[src/hw/mstr_params.svh]
/*
  Constants for the motion status and sensor time register slice: register
  offsets, flag positions, reset values and timing figures.
  Assumes inclusion by bare name from the package and the design files.
*/
`ifndef MSTR_PARAMS_SVH
`define MSTR_PARAMS_SVH

// register offsets on the serial register port
`define MSTR_ADDR_ACC_Z_HI 8'h17
`define MSTR_ADDR_TIME0 8'h18
`define MSTR_ADDR_TIME1 8'h19
`define MSTR_ADDR_TIME2 8'h1A
`define MSTR_ADDR_POWER_EVENT 8'h1B
`define MSTR_ADDR_FEATURE_IRQ 8'h1C
`define MSTR_ADDR_DATA_IRQ 8'h1D
`define MSTR_ADDR_PEDO0 8'h1E
`define MSTR_ADDR_PEDO1 8'h1F
`define MSTR_ADDR_PEDO2 8'h20
`define MSTR_ADDR_PEDO3 8'h21

// power event register
`define MSTR_BIT_POR_DETECTED 0

// feature interrupt register (bits 0 and 4 reserved)
`define MSTR_BIT_STEP 1
`define MSTR_BIT_ACTIVITY 2
`define MSTR_BIT_WRIST_TILT 3
`define MSTR_BIT_WAKEUP 5
`define MSTR_BIT_ANY_NO_MOTION 6
`define MSTR_BIT_ERROR 7

// data interrupt register (bits 2, 3, 4, 6 reserved)
`define MSTR_BIT_FIFO_FULL 0
`define MSTR_BIT_FIFO_WM 1
`define MSTR_BIT_AUX_DRDY 5
`define MSTR_BIT_ACC_DRDY 7

// reset values
`define MSTR_RST_POWER_EVENT 8'h01
`define MSTR_RST_FEATURE_IRQ 8'h00
`define MSTR_RST_DATA_IRQ 8'h00
`define MSTR_RST_DATA 8'h00

// timing: clock rate and sensor time resolution as printed
`define MSTR_CLK_MHZ 25
`define MSTR_TIME_TICK_US 39.0625
`define MSTR_TIME_BYTE1_MS 10
`define MSTR_TIME_BYTE2_S 2.56
`define MSTR_TIME_WIDTH 24

`endif

[src/hw/mstr_pkg.sv]
/*
  Types shared by the motion status and sensor time register slice.
  Assumes mstr_params.svh is on the include path.
*/
`include "mstr_params.svh"

package mstr_pkg;

  typedef logic [7:0] mstr_byte_t;
  typedef logic [`MSTR_TIME_WIDTH-1:0] mstr_time_t;
  typedef logic [31:0] mstr_steps_t;

endpackage

[src/hw/mstr_sensor_time.sv]
/*
  Free running sensor time counter. A fractional accumulator in picoseconds
  produces the tick, so the average tick period is exact even though it is
  not a whole number of core clock cycles.
  Assumes a single clock, a clock enable and a synchronous soft clear.
*/
`timescale 1ns/1ns
`default_nettype none
`include "mstr_params.svh"

module mstr_sensor_time #(
  parameter int TIME_WIDTH = `MSTR_TIME_WIDTH,
  parameter int CLK_MHZ = `MSTR_CLK_MHZ
) (
  input wire logic core_clk,
  input wire logic rst_b,
  input wire logic ce,
  input wire logic soft_clear,
  output logic [TIME_WIDTH-1:0] time_count
);

  localparam longint CLK_PS = 64'd1000000 / 64'(CLK_MHZ);
  localparam longint TICK_PS = longint'(`MSTR_TIME_TICK_US * 1000000.0);
  // byte 1 step and byte 2 step follow from the bit weights of the counter
  localparam longint BYTE1_PS = longint'(`MSTR_TIME_BYTE1_MS * 1000000000.0);
  localparam longint BYTE2_PS = longint'(`MSTR_TIME_BYTE2_S * 1000000000000.0);

  generate
    if (TIME_WIDTH != 24 || CLK_PS < 1 || CLK_PS >= TICK_PS) begin : g_bad_cfg
      $error("mstr_sensor_time: unsupported width or clock rate");
    end
    if (TICK_PS * 256 != BYTE1_PS || TICK_PS * 65536 != BYTE2_PS) begin : g_bad_weights
      $error("mstr_sensor_time: tick does not match byte weights");
    end
  endgenerate

  localparam logic [31:0] CLK_PS_W = 32'(CLK_PS);
  localparam logic [31:0] TICK_PS_W = 32'(TICK_PS);

  logic [31:0] phase_acc;
  logic [31:0] next_phase_acc;
  logic tick;

  always_comb begin
    next_phase_acc = phase_acc + CLK_PS_W;
    tick = 1'b0;
    if (next_phase_acc >= TICK_PS_W) begin
      next_phase_acc = next_phase_acc - TICK_PS_W;
      tick = 1'b1;
    end
  end

  always_ff @(posedge core_clk or negedge rst_b) begin
    if (!rst_b) begin
      phase_acc <= 32'h0000_0000;
    end else if (ce) begin
      if (soft_clear) begin
        phase_acc <= 32'h0000_0000;
      end else begin
        phase_acc <= next_phase_acc;
      end
    end
  end

  // lsb weighs one tick, bits 15:8 weigh 256 ticks, bits 23:16 weigh 65536
  always_ff @(posedge core_clk or negedge rst_b) begin
    if (!rst_b) begin
      time_count <= '0;
    end else if (ce) begin
      if (soft_clear) begin
        time_count <= '0;
      end else if (tick) begin
        time_count <= time_count + 1'b1;
      end
    end
  end

endmodule

`default_nettype wire

[src/hw/mstr_status_regs.sv]
/*
  Read-only status and data register slice of a motion sensor: Z-axis high
  byte, 24-bit sensor time, power event flag, two clear-on-read interrupt
  status registers and the 32-bit step count.
  Assumes the serial interface front end presents one byte access per
  reg_rd or reg_wr pulse, and that the feature engines deliver one-cycle
  event pulses and the current step count, all synchronous to core_clk.
*/
// Operation
// - a 24-bit sensor time counter ticks every 39.0625 us and is read through three byte registers.
// - the second time byte holds counter bits 15 to 8, one count of it being 10 ms.
// - the third time byte holds counter bits 23 to 16, one count of it being 2.56 s.
// - the power event bit 0 is set after power up or soft reset and cleared when its register is read.
// - reading the feature interrupt register clears all its flags.
// - feature bit 1 sets on step watermark, or on each detected step in step detector mode.
// - feature bits are activity 2, wrist tilt 3, wake-up 5, any/no-motion 6, error 7; bits 0 and 4 read zero.
// - reading the data interrupt register clears all its flags.
// - data bits are FIFO full 0, FIFO watermark 1, aux ready 5, accel ready 7; other bits read zero.
// - step count bytes rise with address, least significant byte at the lowest.
// - the most significant step count byte sits in the fourth step register after byte 2.
`timescale 1ns/1ns
`default_nettype none
`include "mstr_params.svh"

module mstr_status_regs (
  input wire logic core_clk,
  input wire logic rst_b,
  input wire logic ce,
  input wire logic soft_reset,
  input wire logic [7:0] reg_addr,
  input wire logic reg_rd,
  input wire logic reg_wr,
  input wire logic [7:0] reg_wdata,
  output mstr_pkg::mstr_byte_t reg_rdata,
  output logic reg_rvalid,
  input wire logic [7:0] accel_z_high,
  input wire logic [31:0] step_count,
  input wire logic step_detector_mode,
  input wire logic step_watermark_hit,
  input wire logic step_detected,
  input wire logic activity_changed,
  input wire logic wrist_tilt_seen,
  input wire logic wakeup_seen,
  input wire logic any_no_motion_seen,
  input wire logic error_seen,
  input wire logic fifo_full_seen,
  input wire logic fifo_watermark_seen,
  input wire logic aux_data_ready,
  input wire logic accel_data_ready,
  output mstr_pkg::mstr_time_t sensor_time
);

  mstr_pkg::mstr_time_t time_count;
  mstr_pkg::mstr_byte_t power_event_flags;
  mstr_pkg::mstr_byte_t feature_irq_flags;
  mstr_pkg::mstr_byte_t data_irq_flags;
  mstr_pkg::mstr_byte_t next_power_event_flags;
  mstr_pkg::mstr_byte_t next_feature_irq_flags;
  mstr_pkg::mstr_byte_t next_data_irq_flags;
  mstr_pkg::mstr_byte_t feature_set;
  mstr_pkg::mstr_byte_t data_set;
  mstr_pkg::mstr_byte_t read_value;
  logic [15:0] time_shadow;
  logic [23:0] steps_shadow;
  logic rd_event;
  logic rd_feature;
  logic rd_data;
  logic rd_power;
  logic rd_time_low;
  logic rd_steps_low;

  mstr_sensor_time #(
    .TIME_WIDTH(`MSTR_TIME_WIDTH),
    .CLK_MHZ(`MSTR_CLK_MHZ)
  ) u_time (
    .core_clk(core_clk),
    .rst_b(rst_b),
    .ce(ce),
    .soft_clear(soft_reset),
    .time_count(time_count)
  );

  // writes never reach any storage; reg_wdata is dropped and reg_wr only blocks a read in the same cycle
  assign rd_event = reg_rd && !reg_wr;
  assign rd_power = rd_event && (reg_addr == `MSTR_ADDR_POWER_EVENT);
  assign rd_feature = rd_event && (reg_addr == `MSTR_ADDR_FEATURE_IRQ);
  assign rd_data = rd_event && (reg_addr == `MSTR_ADDR_DATA_IRQ);
  assign rd_time_low = rd_event && (reg_addr == `MSTR_ADDR_TIME0);
  assign rd_steps_low = rd_event && (reg_addr == `MSTR_ADDR_PEDO0);

  always_comb begin
    feature_set = 8'h00;
    feature_set[`MSTR_BIT_STEP] = step_watermark_hit || (step_detector_mode && step_detected);
    feature_set[`MSTR_BIT_ACTIVITY] = activity_changed;
    feature_set[`MSTR_BIT_WRIST_TILT] = wrist_tilt_seen;
    feature_set[`MSTR_BIT_WAKEUP] = wakeup_seen;
    feature_set[`MSTR_BIT_ANY_NO_MOTION] = any_no_motion_seen;
    feature_set[`MSTR_BIT_ERROR] = error_seen;
  end

  always_comb begin
    data_set = 8'h00;
    data_set[`MSTR_BIT_FIFO_FULL] = fifo_full_seen;
    data_set[`MSTR_BIT_FIFO_WM] = fifo_watermark_seen;
    data_set[`MSTR_BIT_AUX_DRDY] = aux_data_ready;
    data_set[`MSTR_BIT_ACC_DRDY] = accel_data_ready;
  end

  // an event landing in the read cycle survives the clear and shows next read
  always_comb begin
    next_power_event_flags = rd_power ? 8'h00 : power_event_flags;
    next_feature_irq_flags = (rd_feature ? 8'h00 : feature_irq_flags) | feature_set;
    next_data_irq_flags = (rd_data ? 8'h00 : data_irq_flags) | data_set;
  end

  always_ff @(posedge core_clk or negedge rst_b) begin
    if (!rst_b) begin
      power_event_flags <= `MSTR_RST_POWER_EVENT;
    end else if (ce) begin
      if (soft_reset) begin
        power_event_flags <= `MSTR_RST_POWER_EVENT;
      end else begin
        power_event_flags <= next_power_event_flags;
      end
    end
  end

  always_ff @(posedge core_clk or negedge rst_b) begin
    if (!rst_b) begin
      feature_irq_flags <= `MSTR_RST_FEATURE_IRQ;
    end else if (ce) begin
      if (soft_reset) begin
        feature_irq_flags <= `MSTR_RST_FEATURE_IRQ;
      end else begin
        feature_irq_flags <= next_feature_irq_flags;
      end
    end
  end

  always_ff @(posedge core_clk or negedge rst_b) begin
    if (!rst_b) begin
      data_irq_flags <= `MSTR_RST_DATA_IRQ;
    end else if (ce) begin
      if (soft_reset) begin
        data_irq_flags <= `MSTR_RST_DATA_IRQ;
      end else begin
        data_irq_flags <= next_data_irq_flags;
      end
    end
  end

  // reading the low byte freezes the upper bytes, so a burst that starts at
  // the low byte sees one coherent sample; a host that starts higher up gets
  // whatever the last low-byte read froze
  always_ff @(posedge core_clk or negedge rst_b) begin
    if (!rst_b) begin
      time_shadow <= 16'h0000;
    end else if (ce) begin
      if (soft_reset) begin
        time_shadow <= 16'h0000;
      end else if (rd_time_low) begin
        time_shadow <= time_count[23:8];
      end
    end
  end

  always_ff @(posedge core_clk or negedge rst_b) begin
    if (!rst_b) begin
      steps_shadow <= 24'h00_0000;
    end else if (ce) begin
      if (soft_reset) begin
        steps_shadow <= 24'h00_0000;
      end else if (rd_steps_low) begin
        steps_shadow <= step_count[31:8];
      end
    end
  end

  always_comb begin
    case (reg_addr)
      `MSTR_ADDR_ACC_Z_HI: read_value = accel_z_high;
      `MSTR_ADDR_TIME0: read_value = time_count[7:0];
      `MSTR_ADDR_TIME1: read_value = time_shadow[7:0];
      `MSTR_ADDR_TIME2: read_value = time_shadow[15:8];
      `MSTR_ADDR_POWER_EVENT: read_value = power_event_flags;
      `MSTR_ADDR_FEATURE_IRQ: read_value = feature_irq_flags;
      `MSTR_ADDR_DATA_IRQ: read_value = data_irq_flags;
      `MSTR_ADDR_PEDO0: read_value = step_count[7:0];
      `MSTR_ADDR_PEDO1: read_value = steps_shadow[7:0];
      `MSTR_ADDR_PEDO2: read_value = steps_shadow[15:8];
      `MSTR_ADDR_PEDO3: read_value = steps_shadow[23:16];
      // addresses outside this slice answer zero
      default: read_value = 8'h00;
    endcase
  end

  always_ff @(posedge core_clk or negedge rst_b) begin
    if (!rst_b) begin
      reg_rvalid <= 1'b0;
    end else if (ce) begin
      reg_rvalid <= rd_event;
    end
  end

  // read data hold until the next taken read so a slow front end can fetch them late
  always_ff @(posedge core_clk or negedge rst_b) begin
    if (!rst_b) begin
      reg_rdata <= `MSTR_RST_DATA;
    end else if (ce && rd_event) begin
      reg_rdata <= read_value;
    end
  end

  always_ff @(posedge core_clk or negedge rst_b) begin
    if (!rst_b) begin
      sensor_time <= '0;
    end else if (ce) begin
      sensor_time <= time_count;
    end
  end

endmodule

`default_nettype wire

[config.mk]
export PLATFORM = sky130hd
export DESIGN_NAME = mstr_status_regs
export DESIGN_NICKNAME = d
export VERILOG_FILES = /design/src/hw/mstr_pkg.sv /design/src/hw/mstr_sensor_time.sv /design/src/hw/mstr_status_regs.sv
export VERILOG_INCLUDE_DIRS = /design/src /design/src/hw
export SDC_FILE = /design/constraint.sdc
export NUM_CORES = 1
export LEC_CHECK = 0
export ABC_AREA = 1
export BUFFER_PORTS_ARGS = -buffer_cell sky130_fd_sc_hd__clkbuf_2
export CAP_MARGIN = 20
export CORE_ASPECT_RATIO = 0.8
export CORE_MARGIN = 2
export CORE_UTILIZATION = 50
export DETAILED_ROUTE_END_ITERATION = 10
export GPL_TIMING_DRIVEN = 0
export PLACE_DENSITY = 0.7
export SLEW_MARGIN = 20
export SYNTH_ARGS = -nofsm -noshare
export SYNTH_HDL_FRONTEND = slang
export SYNTH_HIERARCHICAL = 1
export SYNTH_SLANG_ARGS = --single-unit
[constraint.sdc]
create_clock -name core_clk -period 5.1 [get_ports core_clk]
set_clock_uncertainty 0.2 [all_clocks]
set_input_delay 0.255 -clock core_clk [delete_from_list [all_inputs] [get_ports core_clk]]
set_output_delay 0.255 -clock core_clk [all_outputs]
set_load 0.1 [all_outputs]
; ---- Yosys cells after proc, flatten, opt, wreduce, memory -nomap -nowiden
; Cells that the tools add are included.
[word_totals]
in_bits = 74
ff_bits = 153
output_inout_bits = 33
wordCells = 61
[op_classes]
mux = 16
bitwise = 2
reduce_logical = 18
n_eq_ne = 11
addsub = 3
n_lt_le_gt_ge = 1
[ops]
columns = operator, count
row1 = $mux W24, 4
row2 = $pmux W8 S11, 1
row3 = $eq A8 B5 Y1 const B, 9
row4 = $mux W32, 2
row5 = $mux W8, 6
row6 = $add A32 B16 Y32 const B, 1
row7 = $ge A32 B26 Y1 const B, 1
row8 = $mux W16, 2
row9 = $sub A32 B26 Y32 const B, 1
row10 = $add A24 B1 Y24 const B, 1
row11 = $eq A8 B6 Y1 const B, 2
row12 = $or A8 B8 Y8, 2
row13 = $logic_and A1 B1 Y1, 8
row14 = $reduce_and A2 Y1, 4
row15 = $reduce_bool A2 Y1, 4
row16 = $logic_not A1 Y1, 1
row17 = $logic_or A1 B1 Y1, 1
row18 = $mux W1, 1

; ---- Logic depth before layout (Yosys ltp)
[depth]
word_depth = 6
mapped_depth = 22
ltp_nobuf = 19

; ---- Hierarchy
; Netlist, hierarchy kept.
[by_module_without_submodules]
columns = mod, instances, area_each_um2, seq_area_each_um2, cells_each
row1 = mstr_sensor_time, 1, 4865.9, 1351.3, 793
row2 = mstr_status_regs, 1, 4177.8, 2103.3, 541

; ---- Worst setup path before layout
; Ideal clock, no wire load.
[synth_path]
path_kind = reg-to-reg
start = register u_time.phase_acc[6]
end = register u_time.phase_acc[24]
path_stages_with_launch = 17
setup_ps = 121
path_buffers = 2
arrival_ps = 2256
setup_slack_ps = 2523
required_ps = 4779
synth_period_minus_slack_ps = 2577
path_cell_list = dfrtp_1 > ha_1 > nand3_1 > nand3_2 > nand2_2 > nand2_1 > nand2_1 > xor2_1 > nand2_1 > nor2_2 > nand3_2 > nand3_4 > buf_6 > buf_6 > nand3_1 > nand3_1 > o21ai_1
[synth_via]
elab_chain_len = 4
word_cells_on_any_way = 5
cone_classes = add/sub (2) / order compare (1) / mux (2)
[synth_lines]
columns = item, line
row1 = "start, declared", mstr_sensor_time.sv:40  ; logic [31:0] phase_acc;
row2 = "start signal, assigned", mstr_sensor_time.sv:60  ; phase_acc <= next_phase_acc;
row3 = $add A32 B16 Y32 *, mstr_sensor_time.sv:45  ; next_phase_acc = phase_acc + CLK_PS_W;
row4 = $sub A32 B26 Y32 / $ge A32 B26 Y1 (equally long branches), "mstr_sensor_time.sv:48, mstr_sensor_time.sv:47"
row5 = $mux W32 *, mstr_sensor_time.sv:47  ; if (next_phase_acc >= TICK_PS_W) begin
row6 = $mux W32 *, mstr_sensor_time.sv:57  ; if (soft_clear) begin
; Every way passes the cells marked *; elsewhere a longest branch is shown, timed or not.
; A chain may end at the register's enable or synchronous reset.

; ---- Worst setup path in the final report
[layout_path]
start = register u_time.phase_acc[6]
end = register u_time.phase_acc[19]
; Same word-level chain as after synthesis.

==> summary.txt <==
Max Cap Viol -> 0
Via Count -> 9801
Die Ht -> 124 um
number of diodes -> 0
Sw Pwr -> 0.00202 W
Final Util -> 0.616
net switching fraction of the power -> 0.438
CTS tree -> done
Placed Cells -> 1658
area added between synthesis and finish -> 19.5%
internal power -> 0.00260 W
Final period util -> 0.658
clk_lat worst skew -> 420 ps
most frequent cell on the critical path -> nand2_1
GRT Overall Usage -> 0.315
largest net degree at the start of global routing -> 86
io pins -> 107
clock buffer depth -> 2
PD cells -> 427 mW/mm2
Yosys cell types -> 37
Crit-path slowest cell -> dfrtp_1
H-Tree Depth -> 4
fillcell total -> 1630
Iteration-0 DRC Markers -> 1284
Synth Net Count -> 1413
total CTS buffers -> 17
share of cells above drive strength 1 -> 0.149
crit path max fanout -> 10
share of total power in combinational logic -> 0.416
sequential-to-total area share from yosys stat -> 0.382
antenna violations before repair -> 0
CTS Sinks -> 138
post-CTS resize count -> 0
yosys warns -> 6
area of the core -> 0.0175 mm2
starting density of the core -> 0.516
Crit path largest cell delay -> 450 ps
RSZ-0062 raised after global routing -> false
chip width -> 154 um
CP Cell Sequence -> ha_1 > nand3_1 > nand3_2 > nand2_2 > nand2_1 > nand2_1 > nand2_1 > nand2_1 > inv_1 > nand2_1 > nor2_1 > nand3_2 > nand3_4 > buf_6 > buf_6 > nand3_2 > nand3_1 > o21ai_0
crit start category -> flop
routed len/inst -> 17.4 um
Critical Path End Type -> flop
synthesized area -> 0.00904 mm2
most frequent cells in the layout -> 426 x nand2_1, 236 x nand3_1, 137 x dfrtp_1, 121 x nor2_1, 115 x inv_1
Max-slew headroom -> 0.450
First-pass DRT Iterations -> 6
first-pass GRT wire length -> 47300 um
Clock power frac -> 0.273
FP Rows -> 43
Post-Syn Instances -> 1334
total gr overflow -> 0
Slew Limit Fails -> 0
Tightest Hold Check Type -> input pin to flop
fin cells -> 1726
clock slew at reported path FFs -> 60 ps
Final min period -> 3360 ps
post-DR vias/cell -> 5.68
Seq pwr share -> 0.310
routability congestion estimate -> 0.996
root buffer cell -> clkbuf_16
dpl hpwl -> 22100 um
Avg Inst Size Synth -> 6.78 um2
Layout Cell Area excl Fill -> 0.0108 mm2
achievable clock frequency -> 0.298 GHz
required time of the critical path -> 5180 ps
Antenna Violating Nets Remaining -> 0
DRC -> 0
Placement Cell Area -> 0.00985 mm2
synth top area cells -> dfrtp_1 38%, nand2_1 18%, nand3_1 13%
Fin Setup TNS -> 0 ps
I/O Buffers -> 98
die footprint -> 0.0192 mm2
arrival time at the worst endpoint -> 3440 ps
Synth top area share -> 0.379
status -> completed
Synth area leader -> dfrtp_1
CP Class -> flop to flop
Detailed Route WL -> 30100 um
Yosys reg bits -> 138
Leak -> 5.49 nW
worst slew pin tran -> 816 ps
most common cell after layout, fill and taps aside -> nand2_1
Setup Viol. Count Final -> 0
Max rail drop VDD -> 0.466 mV
final net count -> 1567
Final Hold Vio Count -> 0
vias in the first global route -> 8749
registers in the layout (all words and copies together), names as in the netlist:
name               count
feature_irq_flags      6
u_time/time_count     24
u_time/phase_acc      30
data_irq_flags         4
time_shadow           16
power_event_flags      1
reg_rvalid             1
sensor_time           24
reg_rdata              8
steps_shadow          24
worst max-delay path, delay by kind of cell, from the launching register on:
family / cells / cell delay, ps
adders and majority gates: 1 / 260
DFF: 1 / 450
and+or+nand+nor: 13 / 1710
AOI/OAI and AO/OA: 1 / 100
buffers and inverters: 3 / 500
power by group through the flow:
stage / Clock (W) / Combinational [W] / Sequential, W
final: 0.00126 / 0.00192 / 0.00143
after global routing: 0.00132 / 0.00212 / 0.00146
after CTS: 0.00127 / 0.00188 / 0.00143
after detailed placement: 0 / 0.00184 / 0.00144
after global placement: 0 / 0.00183 / 0.00144
after floorplan: 0 / 0.00132 / 0.00146
Yosys cell counts:
| cell | count |
|---|---|
| or2_2 | 1 |
| dfrtp_1 | 137 |
| o22ai_1 | 3 |
| ha_1 | 5 |
| nor2_4 | 5 |
| a21oi_2 | 3 |
| buf_2 | 13 |
| nand2_2 | 17 |
| o31ai_1 | 1 |
| nor2_1 | 121 |
| inv_2 | 9 |
| clkinv_1 | 1 |
| nor4_1 | 5 |
| xor2_1 | 28 |
| o21ai_0 | 47 |
| nand4_4 | 1 |
| o21ai_1 | 30 |
| buf_6 | 9 |
| xnor2_1 | 3 |
| nand3b_1 | 8 |
| nand3_2 | 6 |
| a21oi_1 | 21 |
| nor3_1 | 12 |
| inv_4 | 1 |
| nand2_4 | 4 |
| nand3_4 | 1 |
| or2_1 | 1 |
| nand3_1 | 236 |
| clkbuf_1 | 17 |
| nand2_1 | 426 |
| inv_1 | 115 |
| nor2_2 | 12 |
| nand4_1 | 22 |
| dfstp_2 | 1 |
| buf_4 | 9 |
| and2_1 | 2 |
| o21ai_2 | 1 |
through the flow:
stage	worst slack, ps	power, W	hold WS [ps]
3_5_place_dp	1860	0.00329	62.2
3_3_place_gp	1160	0.00327	256
6_report	1740	0.00462	83.7
2_1_floorplan	2520	0.00278	-241
4_1_cts	1840	0.00458	81.1
5_1_grt	1530	0.00490	110
worst paths after layout:
| check | startpoint | end | slack (ps) | cells after the start |
|---|---|---|---|---|
| hold / removal | step_count[6] | reg_rdata[6]$_DFFE_PN0P_ | 80 | 7 |
| max in group asynchronous | rst_b | u_time/time_count[16]$_DFFE_PN0P_ | 3720 | 3 |
| setup / recovery | u_time/phase_acc[6]$_DFFE_PN0P_ | u_time/phase_acc[19]$_DFFE_PN0P_ | 1740 | 18 |
| min in group asynchronous | rst_b | steps_shadow[15]$_DFFE_PN0P_ | 160 | 2 |
| hold reg to reg | sensor_time[21]$_DFFE_PN0P_ | sensor_time[21]$_DFFE_PN0P_ | 270 | 2 |
| setup reg to reg | u_time/phase_acc[6]$_DFFE_PN0P_ | u_time/phase_acc[19]$_DFFE_PN0P_ | 1740 | 18 |
cell type report:
class | instances | area [um2] | share of cell area
multi-input combinational | 1022 | 4820 | 0.445
timing repair buffer | 135 | 887 | 0.0821
inverter | 126 | 475 | 0.0440
clock buffer | 20 | 457 | 0.0422
sequential | 138 | 3450 | 0.320
clock inverter | 12 | 141 | 0.0131
buffer | 48 | 298 | 0.0275
tap | 225 | 282 | 0.0260
kinds of logic (layout without fill, tap and decap cells):
logic type               Yosys count  count (layout)  share of synthesized area
AND/OR/NAND/NOR                  880             880                      0.435
XOR/XNOR                          31              31                     0.0300
AO/OA/AOI/OAI                    106             106                     0.0610
buffers and inverters            174             341                     0.0855
adder cells (fa/ha/maj)            5               5                    0.00692
flip-flops                       138             138                      0.382
repair_timing:
item / CTS / global route
endpoints found under the setup margin: 0 / 0
endpoints found under the hold margin: 87 / 0
setup buffers: 0 / 0
hold buffers: 36 / 0
routing by layer:
layer,global-route usage,part of all wire,routed length (um),vias up
met5,0,0,0,-
met1,0.490,0.47,14000,4597
met2,0.447,0.41,12500,527
li1,-,-,-,4641
met4,0.0812,0.015,462,0
met3,0.0595,0.10,3150,36
Power figures use the tool's default switching activity.
